`config.mk`:
```
export PLATFORM = sky130hd
export DESIGN_NAME = metering_irq_status_and_config
export DESIGN_NICKNAME = d
export VERILOG_FILES = /design/src/rtl/metering_irq_pkg.sv /design/src/rtl/metering_irq_status_and_config.sv
export VERILOG_INCLUDE_DIRS = /design/src /design/src/rtl
export SDC_FILE = /design/constraint.sdc
export NUM_CORES = 1
export LEC_CHECK = 0
export BUFFER_PORTS_ARGS = -buffer_cell sky130_fd_sc_hd__buf_2
export CAP_MARGIN = 20
export CORE_MARGIN = 2
export CORE_UTILIZATION = 59
export CTS_BUF_LIST = sky130_fd_sc_hd__clkbuf_4 sky130_fd_sc_hd__clkbuf_8
export DETAILED_ROUTE_END_ITERATION = 8
export PLACE_DENSITY = 0.88
export SKIP_LAST_GASP = 1
export SYNTH_ARGS = -nofsm -noshare
export SYNTH_HDL_FRONTEND = slang
export SYNTH_SLANG_ARGS = --single-unit
```
`constraint.sdc`:
```
create_clock -name clk_sys -period 7.1 [get_ports clk_sys]
set_clock_uncertainty 0.05 [all_clocks]
set_input_delay 0.71 -clock clk_sys [delete_from_list [all_inputs] [get_ports clk_sys]]
set_output_delay 0.71 -clock clk_sys [all_outputs]
set_load 0.02 [all_outputs]
```
`src/rtl/metering_irq_params.svh`:
```
// register offsets, field positions, reset values for metering irq block
`ifndef METERING_IRQ_PARAMS_SVH
`define METERING_IRQ_PARAMS_SVH

// printed offsets are register indices; byte address is four times these
`define IDX_ZERO_CROSS_OUTPUT_CONFIG 8'h2B
`define IDX_CHANNEL_CALIBRATION_CONFIG 8'h3D
`define IDX_IRQ_ENABLE_LOW 8'hD9
`define IDX_IRQ_ENABLE_MID 8'hDA
`define IDX_IRQ_ENABLE_HIGH 8'hDB
`define IDX_IRQ_STATUS_LOW 8'hDC
`define IDX_IRQ_STATUS_MID 8'hDD
`define IDX_IRQ_STATUS_HIGH 8'hDE
`define IDX_ACCUMULATION_CONFIG 8'h0F
`define IDX_EVENT_LEVELS 8'hF0

`define ZX_PIN_A_BIT 1
`define ZX_PIN_B_BIT 0
`define CAL_SEL_HI 5
`define CAL_SEL_LO 4
`define CAL_VGND_BIT 3
`define CAL_IGND_BIT 2
`define ACC_FAULT_BIT 6
`define ACC_VAR_BIT 5
`define ACC_AP_BIT 4
`define SUMMARY_BIT 7
`define RESET_END_BIT 7
`define SEL_INPUT_A 2'h1
`define SEL_INPUT_B 2'h2

`define ZX_CFG_RESET 8'h00
`define CAL_CFG_RESET 8'h00
`define ACC_CFG_RESET 8'h00
`define ENABLE_RESET 8'h00
`define STATUS_RESET 8'h00
`define LOW_WMASK 8'h3F
`define HIGH_WMASK 8'hBF

`endif

```
`src/rtl/metering_irq_pkg.sv`:
```
// types shared by the metering interrupt and configuration block
package metering_irq_pkg;
  typedef logic [7:0] byte_t;
  typedef logic [1:0] resp_t;
  localparam resp_t RESP_OKAY = 2'h0;
  localparam resp_t RESP_SLVERR = 2'h2;
endpackage

```
`src/rtl/metering_irq_status_and_config.sv`:
```
// register block: zero-cross routing, channel test, metering irq status
//
// Register access over AXI4-Lite was decided locally.
`include "metering_irq_params.svh"
`timescale 1ns/10ps
`default_nettype none

module metering_irq_status_and_config (
  input wire logic clk_sys,
  input wire logic resetn,
  input wire logic [31:0] s_axi_awaddr,
  input wire logic s_axi_awvalid,
  output logic s_axi_awready,
  input wire logic [31:0] s_axi_wdata,
  input wire logic [3:0] s_axi_wstrb,
  input wire logic s_axi_wvalid,
  output logic s_axi_wready,
  output metering_irq_pkg::resp_t s_axi_bresp,
  output logic s_axi_bvalid,
  input wire logic s_axi_bready,
  input wire logic [31:0] s_axi_araddr,
  input wire logic s_axi_arvalid,
  output logic s_axi_arready,
  output logic [31:0] s_axi_rdata,
  output metering_irq_pkg::resp_t s_axi_rresp,
  output logic s_axi_rvalid,
  input wire logic s_axi_rready,
  input wire logic voltageCrossing,
  input wire logic softResetDone,
  input wire logic tamperFaultMode,
  input wire logic reactiveNegative,
  input wire logic activeNegative,
  input wire logic apparentNoloadEvt,
  input wire logic rmsNoloadEvt,
  input wire logic reactiveNoloadEvt,
  input wire logic activeNoloadEvt,
  input wire logic [1:0] freqOutPulse,
  input wire logic [2:0] energyOverflowEvt,
  input wire logic [2:0] energyHalfEvt,
  input wire logic waveformSampleEvt,
  input wire logic currentPeakEvt,
  input wire logic voltagePeakEvt,
  input wire logic lineCycleDoneEvt,
  input wire logic crossingTimeoutEvt,
  input wire logic tamperUsesInputB,
  output logic zeroCrossPinAOut,
  output logic zeroCrossPinAOe,
  output logic zeroCrossPinBOut,
  output logic zeroCrossPinBOe,
  output logic currentInputSelB,
  output logic voltageInputGround,
  output logic currentInputGround,
  output logic combinedIrq
);
  import metering_irq_pkg::*;

  // ***********************************************************
  // bus slave
  // ***********************************************************
  byte_t zeroCrossCfg_q, calCfg_q, accCfg_q;
  byte_t enLow_q, enMid_q, enHigh_q;
  byte_t stLow_q, stMid_q, stHigh_q;
  logic [7:0] awIdx_q;
  logic awHeld_q, wHeld_q;
  logic [7:0] wByte_q;
  logic wLane_q;
  logic doWrite;
  logic [7:0] evtLevels;

  function automatic logic idxMapped(input logic [7:0] idx);
    case (idx)
      `IDX_ZERO_CROSS_OUTPUT_CONFIG, `IDX_CHANNEL_CALIBRATION_CONFIG,
      `IDX_IRQ_ENABLE_LOW, `IDX_IRQ_ENABLE_MID, `IDX_IRQ_ENABLE_HIGH,
      `IDX_IRQ_STATUS_LOW, `IDX_IRQ_STATUS_MID, `IDX_IRQ_STATUS_HIGH,
      `IDX_ACCUMULATION_CONFIG, `IDX_EVENT_LEVELS: idxMapped = 1'b1;
      default: idxMapped = 1'b0;
    endcase
  endfunction

  function automatic logic [7:0] addrIdx(input logic [31:0] a);
    addrIdx = (a[31:10] == 22'h0) ? a[9:2] : 8'hFF;
  endfunction

  assign doWrite = awHeld_q && wHeld_q && !s_axi_bvalid;

  always_ff @(posedge clk_sys) begin
    if (!resetn) begin
      awHeld_q <= 1'b0;
      awIdx_q <= 8'h00;
      s_axi_awready <= 1'b0;
    end else begin
      s_axi_awready <= !awHeld_q && !s_axi_awready && s_axi_awvalid;
      if (s_axi_awvalid && s_axi_awready) begin
        awHeld_q <= 1'b1;
        awIdx_q <= addrIdx(s_axi_awaddr);
      end else if (doWrite) begin
        awHeld_q <= 1'b0;
      end
    end
  end

  always_ff @(posedge clk_sys) begin
    if (!resetn) begin
      wHeld_q <= 1'b0;
      wByte_q <= 8'h00;
      wLane_q <= 1'b0;
      s_axi_wready <= 1'b0;
    end else begin
      s_axi_wready <= !wHeld_q && !s_axi_wready && s_axi_wvalid;
      if (s_axi_wvalid && s_axi_wready) begin
        wHeld_q <= 1'b1;
        wByte_q <= s_axi_wdata[7:0];
        wLane_q <= s_axi_wstrb[0];
      end else if (doWrite) begin
        wHeld_q <= 1'b0;
      end
    end
  end

  always_ff @(posedge clk_sys) begin
    if (!resetn) begin
      s_axi_bvalid <= 1'b0;
      s_axi_bresp <= RESP_OKAY;
    end else if (doWrite) begin
      s_axi_bvalid <= 1'b1;
      s_axi_bresp <= idxMapped(awIdx_q) ? RESP_OKAY : RESP_SLVERR;
    end else if (s_axi_bready) begin
      s_axi_bvalid <= 1'b0;
    end
  end

  logic wrEn;
  assign wrEn = doWrite && wLane_q;

  function automatic logic wrHit(input logic en, input logic [7:0] a,
                                 input logic [7:0] idx);
    wrHit = en && (a == idx);
  endfunction

  // ***********************************************************
  // configuration registers
  // ***********************************************************
  always_ff @(posedge clk_sys) begin
    if (!resetn) begin
      zeroCrossCfg_q <= `ZX_CFG_RESET;
      calCfg_q <= `CAL_CFG_RESET;
      accCfg_q <= `ACC_CFG_RESET;
      enLow_q <= `ENABLE_RESET;
      enMid_q <= `ENABLE_RESET;
      enHigh_q <= `ENABLE_RESET;
    end else begin
      if (wrHit(wrEn, awIdx_q, `IDX_ZERO_CROSS_OUTPUT_CONFIG))
        zeroCrossCfg_q <= wByte_q & 8'h03;
      // reserved fields stored as written; software keeps them zero
      if (wrHit(wrEn, awIdx_q, `IDX_CHANNEL_CALIBRATION_CONFIG))
        calCfg_q <= wByte_q;
      if (wrHit(wrEn, awIdx_q, `IDX_ACCUMULATION_CONFIG))
        accCfg_q <= wByte_q;
      if (wrHit(wrEn, awIdx_q, `IDX_IRQ_ENABLE_LOW))
        enLow_q <= wByte_q & `LOW_WMASK;
      if (wrHit(wrEn, awIdx_q, `IDX_IRQ_ENABLE_MID))
        enMid_q <= wByte_q;
      if (wrHit(wrEn, awIdx_q, `IDX_IRQ_ENABLE_HIGH))
        enHigh_q <= wByte_q & `LOW_WMASK;
    end
  end

  // ***********************************************************
  // input synchronisers and event edges
  // ***********************************************************
  localparam int NIN = 22;
  logic [NIN-1:0] rawIn, sync1_q, sync2_q, sync3_q, rise;
  assign rawIn = {voltageCrossing, softResetDone, tamperFaultMode,
                  reactiveNegative, activeNegative, apparentNoloadEvt,
                  rmsNoloadEvt, reactiveNoloadEvt, activeNoloadEvt,
                  freqOutPulse, energyOverflowEvt, energyHalfEvt,
                  waveformSampleEvt, currentPeakEvt, voltagePeakEvt,
                  lineCycleDoneEvt, crossingTimeoutEvt};

  always_ff @(posedge clk_sys) begin
    if (!resetn) begin
      sync1_q <= '0;
      sync2_q <= '0;
      sync3_q <= '0;
    end else begin
      sync1_q <= rawIn;
      sync2_q <= sync1_q;
      sync3_q <= sync2_q;
    end
  end

  genvar g;
  generate
    for (g = 0; g < NIN; g++) begin : gEdge
      assign rise[g] = sync2_q[g] && !sync3_q[g];
    end
  endgenerate

  logic tamperSync, tamperPrev_q, reactNeg, reactPrev_q, actNeg, actPrev_q;
  logic settled_q;
  assign tamperSync = sync2_q[19];
  assign reactNeg = sync2_q[18];
  assign actNeg = sync2_q[17];

  always_ff @(posedge clk_sys) begin
    if (!resetn) begin
      tamperPrev_q <= 1'b0;
      reactPrev_q <= 1'b0;
      actPrev_q <= 1'b0;
      settled_q <= 1'b0;
    end else begin
      tamperPrev_q <= tamperSync;
      reactPrev_q <= reactNeg;
      actPrev_q <= actNeg;
      settled_q <= 1'b1;
    end
  end

  function automatic logic dirChange(input logic cur, input logic prev,
                                     input logic sel);
    dirChange = sel ? (prev && !cur) : (!prev && cur);
  endfunction

  // ***********************************************************
  // status flags
  // ***********************************************************
  byte_t setLow, setMid, setHigh, clrLow, clrMid, clrHigh;
  logic resetEnd_q;

  always_ff @(posedge clk_sys) begin
    if (!resetn) resetEnd_q <= 1'b0;
    else resetEnd_q <= !settled_q;
  end

  always_comb begin
    setLow = 8'h00;
    setLow[5] = settled_q && dirChange(tamperSync, tamperPrev_q,
                                       accCfg_q[`ACC_FAULT_BIT]);
    setLow[4] = settled_q && dirChange(reactNeg, reactPrev_q,
                                       accCfg_q[`ACC_VAR_BIT]);
    setLow[3] = settled_q && dirChange(actNeg, actPrev_q,
                                       accCfg_q[`ACC_AP_BIT]);
    setLow[2] = rise[16] || rise[15];
    setLow[1] = rise[14];
    setLow[0] = rise[13];
    setMid = {rise[12:11], rise[10:8], rise[7:5]};
    setHigh = 8'h00;
    setHigh[`RESET_END_BIT] = resetEnd_q || rise[20];
    setHigh[5] = rise[4];
    setHigh[4] = rise[3];
    setHigh[3] = rise[2];
    setHigh[2] = rise[1];
    setHigh[1] = rise[0];
    setHigh[0] = rise[21];
    clrLow = wrHit(wrEn, awIdx_q, `IDX_IRQ_STATUS_LOW) ?
             (~wByte_q & `LOW_WMASK) : 8'h00;
    clrMid = wrHit(wrEn, awIdx_q, `IDX_IRQ_STATUS_MID) ? ~wByte_q : 8'h00;
    clrHigh = wrHit(wrEn, awIdx_q, `IDX_IRQ_STATUS_HIGH) ?
              (~wByte_q & `HIGH_WMASK) : 8'h00;
  end

  // set wins over a clear in the same cycle
  always_ff @(posedge clk_sys) begin
    if (!resetn) begin
      stLow_q <= `STATUS_RESET;
      stMid_q <= `STATUS_RESET;
      stHigh_q <= `STATUS_RESET;
    end else begin
      stLow_q <= ((stLow_q & ~clrLow) | setLow) & `LOW_WMASK;
      stMid_q <= (stMid_q & ~clrMid) | setMid;
      stHigh_q <= ((stHigh_q & ~clrHigh) | setHigh) & `HIGH_WMASK;
    end
  end

  logic summary;
  assign summary = |(stLow_q & enLow_q) || |(stMid_q & enMid_q) ||
                   |(stHigh_q & enHigh_q);

  always_ff @(posedge clk_sys) begin
    if (!resetn) combinedIrq <= 1'b0;
    else combinedIrq <= summary;
  end

  // ***********************************************************
  // read channel
  // ***********************************************************
  assign evtLevels = {sync2_q[21], tamperSync, reactNeg, actNeg,
                      sync2_q[20], 3'h0};

  function automatic logic [7:0] readMux(input logic [7:0] idx,
                                         input logic sum);
    case (idx)
      `IDX_ZERO_CROSS_OUTPUT_CONFIG: readMux = zeroCrossCfg_q;
      `IDX_CHANNEL_CALIBRATION_CONFIG: readMux = calCfg_q;
      `IDX_ACCUMULATION_CONFIG: readMux = accCfg_q;
      `IDX_IRQ_ENABLE_LOW: readMux = enLow_q;
      `IDX_IRQ_ENABLE_MID: readMux = enMid_q;
      `IDX_IRQ_ENABLE_HIGH: readMux = enHigh_q;
      `IDX_IRQ_STATUS_LOW: readMux = stLow_q | {sum, 7'h00};
      `IDX_IRQ_STATUS_MID: readMux = stMid_q;
      `IDX_IRQ_STATUS_HIGH: readMux = stHigh_q;
      `IDX_EVENT_LEVELS: readMux = evtLevels;
      default: readMux = 8'h00;
    endcase
  endfunction

  always_ff @(posedge clk_sys) begin
    if (!resetn) begin
      s_axi_arready <= 1'b0;
      s_axi_rvalid <= 1'b0;
      s_axi_rdata <= 32'h0;
      s_axi_rresp <= RESP_OKAY;
    end else begin
      s_axi_arready <= !s_axi_rvalid && !s_axi_arready && s_axi_arvalid;
      if (s_axi_arvalid && s_axi_arready) begin
        s_axi_rvalid <= 1'b1;
        s_axi_rdata <= {24'h0, readMux(addrIdx(s_axi_araddr), summary)};
        s_axi_rresp <= idxMapped(addrIdx(s_axi_araddr)) ?
                       RESP_OKAY : RESP_SLVERR;
      end else if (s_axi_rready) begin
        s_axi_rvalid <= 1'b0;
      end
    end
  end

  // ***********************************************************
  // pin and channel control outputs
  // ***********************************************************
  always_ff @(posedge clk_sys) begin
    if (!resetn) begin
      zeroCrossPinAOut <= 1'b0;
      zeroCrossPinAOe <= 1'b1;
      zeroCrossPinBOut <= 1'b0;
      zeroCrossPinBOe <= 1'b1;
      currentInputSelB <= 1'b0;
      voltageInputGround <= 1'b0;
      currentInputGround <= 1'b0;
    end else begin
      zeroCrossPinAOut <= sync2_q[21];
      zeroCrossPinAOe <= !zeroCrossCfg_q[`ZX_PIN_A_BIT];
      zeroCrossPinBOut <= sync2_q[21];
      zeroCrossPinBOe <= !zeroCrossCfg_q[`ZX_PIN_B_BIT];
      case (calCfg_q[`CAL_SEL_HI:`CAL_SEL_LO])
        `SEL_INPUT_A: currentInputSelB <= 1'b0;
        `SEL_INPUT_B: currentInputSelB <= 1'b1;
        default: currentInputSelB <= tamperUsesInputB;
      endcase
      voltageInputGround <= calCfg_q[`CAL_VGND_BIT];
      currentInputGround <= calCfg_q[`CAL_IGND_BIT];
    end
  end
endmodule

`default_nettype wire

```
==> reports/metrics.yaml <==
critical_path:
  cpMaxStageDelayCell: "or4_1"
  startpoint_type: "input pin"
  cp_max_fo: 8
  critPathArrivalTime_ns: 3.10
  worst-setup-path-type: "input pin to flip-flop"
  crit_chain: "buf_2 -> or4_1 -> nor4_2 -> nand4_1 -> nor3_1 -> o31ai_4 -> nor3_2"
  worstPathRequired_ns: 7.42
  rrSetupSlack_ns: 5.01
  slowest_delay_ns: 0.57
  critPathTopFamily: "simple AND/OR/NAND/NOR gates"
  r2r_cells: 4
  cp.depth: 7
  path_buf_inv: 1
  cp-end-kind: "flip-flop"
floorplanning:
  die_h_um: 112
  io_pins: 179
  die_area_um2: 12500
  placementRows: 39
  start_util_pct: 60.2
  die_x_um: 112
  core_area_um2: 11400
sta:
  fmax_mhz: 360
  period_share_pct: 39.1
  tns_ns: 0
  setup_viol: 0
  period_minus_slack_ns: 2.78
  worstMarginPinSlew_ns: 0.966
  hold_viol: 0
  report.final.slew_viol_count: 0
  slew_headroom_pct: 35.6
  layout_setup_ws_ns: 4.32
  rsz0062_at_grt: "no"
detailed_routing:
  wl_met2_um: 7650
  drtIter0Drc: 289
  drtAntennaViolNets: 0
  avgViaCountPerCell: 5.57
  drc_errors: 0
  post_drt_wl_per_cell_um: 16.2
  met1_length_um: 6680
  num_vias: 5330
  met3WireLength_um: 828
  wl_um: 15500
  highest_layer: "met4"
  dr.pass1.iters: 5
placed_design:
  io_buffers: 121
  pre_cts_ws_ns: 3.87
  dpl.hpwl_um: 11500
  dpl_cell_area_um2: 7400
  place_congestion: 0.920
logic_synthesis:
  syn_area_um2: 6850
  avgSynthCellArea_um2: 9.81
  yosys-top-cells-area: "dfxtp_1 (49%), mux2i_1 (6.7%), and2_1 (6.7%)"
  yosysTopAreaCellShare_pct: 48.8
  syn_inst: 698
  synthMuxAreaShare_pct: 6.72
  async_flop_share_pct: 0
  synthFlopType: "dfxtp_1"
  synth_compound_area_share_pct: 14.3
  synth-seq-area-share_pct: 48.8
  synth-adder-area-share_pct: 0.183
  yosys.area_share.simple_pct: 24.7
  synth_edf_count: 0
  synth_top_family_by_area: "simple AND/OR/NAND/NOR gates"
  yosysWarningCount: 0
  synth_top_cell_by_area: "dfxtp_1"
  synth-seq-cells: 167
  synth_cell_types: 48
  synth_xor_xnor_area_share_pct: 0
global_route:
  grt_max_degree: 132
  grt_pass1_vias: 5182
  grt_overflow_total: 0
  antenna_found_initial: 0
  grt_pass1_wl_um: 25300
  grt_use_total_pct: 25.3
cts:
  cts-root-buf: "clkbuf_8"
  post_cts_buffers: 0
  ctsHoldBuffers: 0
  cts_tree: "yes"
  cts_resized: 0
  clk_pin_slew_ns: 0.08
  htree_levels: 4
  cts_made_buffers: 17
  clockBufferDepth: 2
  cts_sinks: 167
  clk_latency_ns: 0.45
hold_path:
  min_path_cells: 1
  min_path_type: "flip-flop to flip-flop"
cells_and_area:
  syn_to_final_growth_pct: 14.0
  final_common_cell: "dfxtp_1"
  fillers: 895
  final_area_um2: 7810
  final_cell_mix: "dfxtp_1 (167), buf_2 (120), and2_1 (73)"
  final_nets: 933
  seq_area_um2: 3340
  multi_input_area_um2: 3240
  drive_above_1_share_pct: 21.7
  num_antenna_cells: 0
power_and_ir_drop:
  p_total_mw: 1.79
  p_per_area_nw_per_um2: 229
  leakage_nw: 3.29
  ir_drop_mv: 0.202
job:
  maxCapViolCount: 0
status:
  outcome: "finished, final reports clean"
==> through the flow <==
step	std cells	hold slack (ns)	util (%)
floorplan	723	0.321	-
global placement	926	0.338	65.1
detailed placement	926	0.342	65.1
CTS	957	0.365	68.7
global route	957	0.398	68.7
finish	957	0.367	68.7
==> layer usage <==
metal,global-route usage (%),up-vias
li1,-,2593
met1,31.4,2523
met2,42.1,190
met3,5.88,24
met4,10.9,0
met5,0,-
==> logic make-up after synthesis <==
kind of cell    Yosys count
fa+ha+maj                 1
buf+inv                  69
flops                   167
other cells               1
compound gates          130
simple gates            284
mux                      46
==> path summary, 6_finish.rpt <==
check,start,endpoint
worst max-delay path,s_axi_araddr[26],s_axi_rdata[0]
worst min-delay path,zeroCrossCfg_q[0],zeroCrossPinBOe
worst max register to register,s_axi_arready,s_axi_rdata[0]
worst min register to register,zeroCrossCfg_q[0],zeroCrossPinBOe
==> sequential cells by signal, summed over array words and instances (netlist names), 2 cells and up <==
register and flops:
enMid_q 8, enHigh_q 6, enLow_q 6, zeroCrossCfg_q 2, s_axi_rdata 8, sync3_q 22, accCfg_q 8, sync1_q 22
wByte_q 8, awIdx_q 8, stHigh_q 7, stLow_q 6, sync2_q 22, calCfg_q 8, stMid_q 8
==> final cells by class <==
type	instances	area share, %
inverters	7	0.337
clock buffers	24	3.99
multi-input cells	487	41.5
flip-flops and latches	167	42.8
clock inverters	7	1.20
repair buffers	122	7.88
well taps	143	2.29
==> cell usage after synthesis, types with 8 or more instances <==
| cell type | n |
|---|---|
| dfxtp_1 | 167 |
| and2_1 | 73 |
| nor2b_1 | 52 |
| mux2i_1 | 46 |
| nand2_1 | 39 |
| a21boi_0 | 35 |
| clkbuf_1 | 33 |
| o21ai_0 | 28 |
| buf_4 | 27 |
| nand2b_1 | 21 |
| nor2_1 | 21 |
| a22oi_1 | 17 |
| nor3_1 | 15 |
| nand4_1 | 9 |
| nor4_1 | 8 |
| o221a_2 | 8 |
==> where the power goes <==
part | total, mW | internal [mW] | leakage (nW) | switching, mW
sequential | 0.989 | 0.966 | 1.36 | 0.0230
combinational | 0.126 | 0.0563 | 1.72 | 0.0695
clock | 0.673 | 0.359 | 0.205 | 0.314
Note: power is estimated with default switching activity, not from simulation.
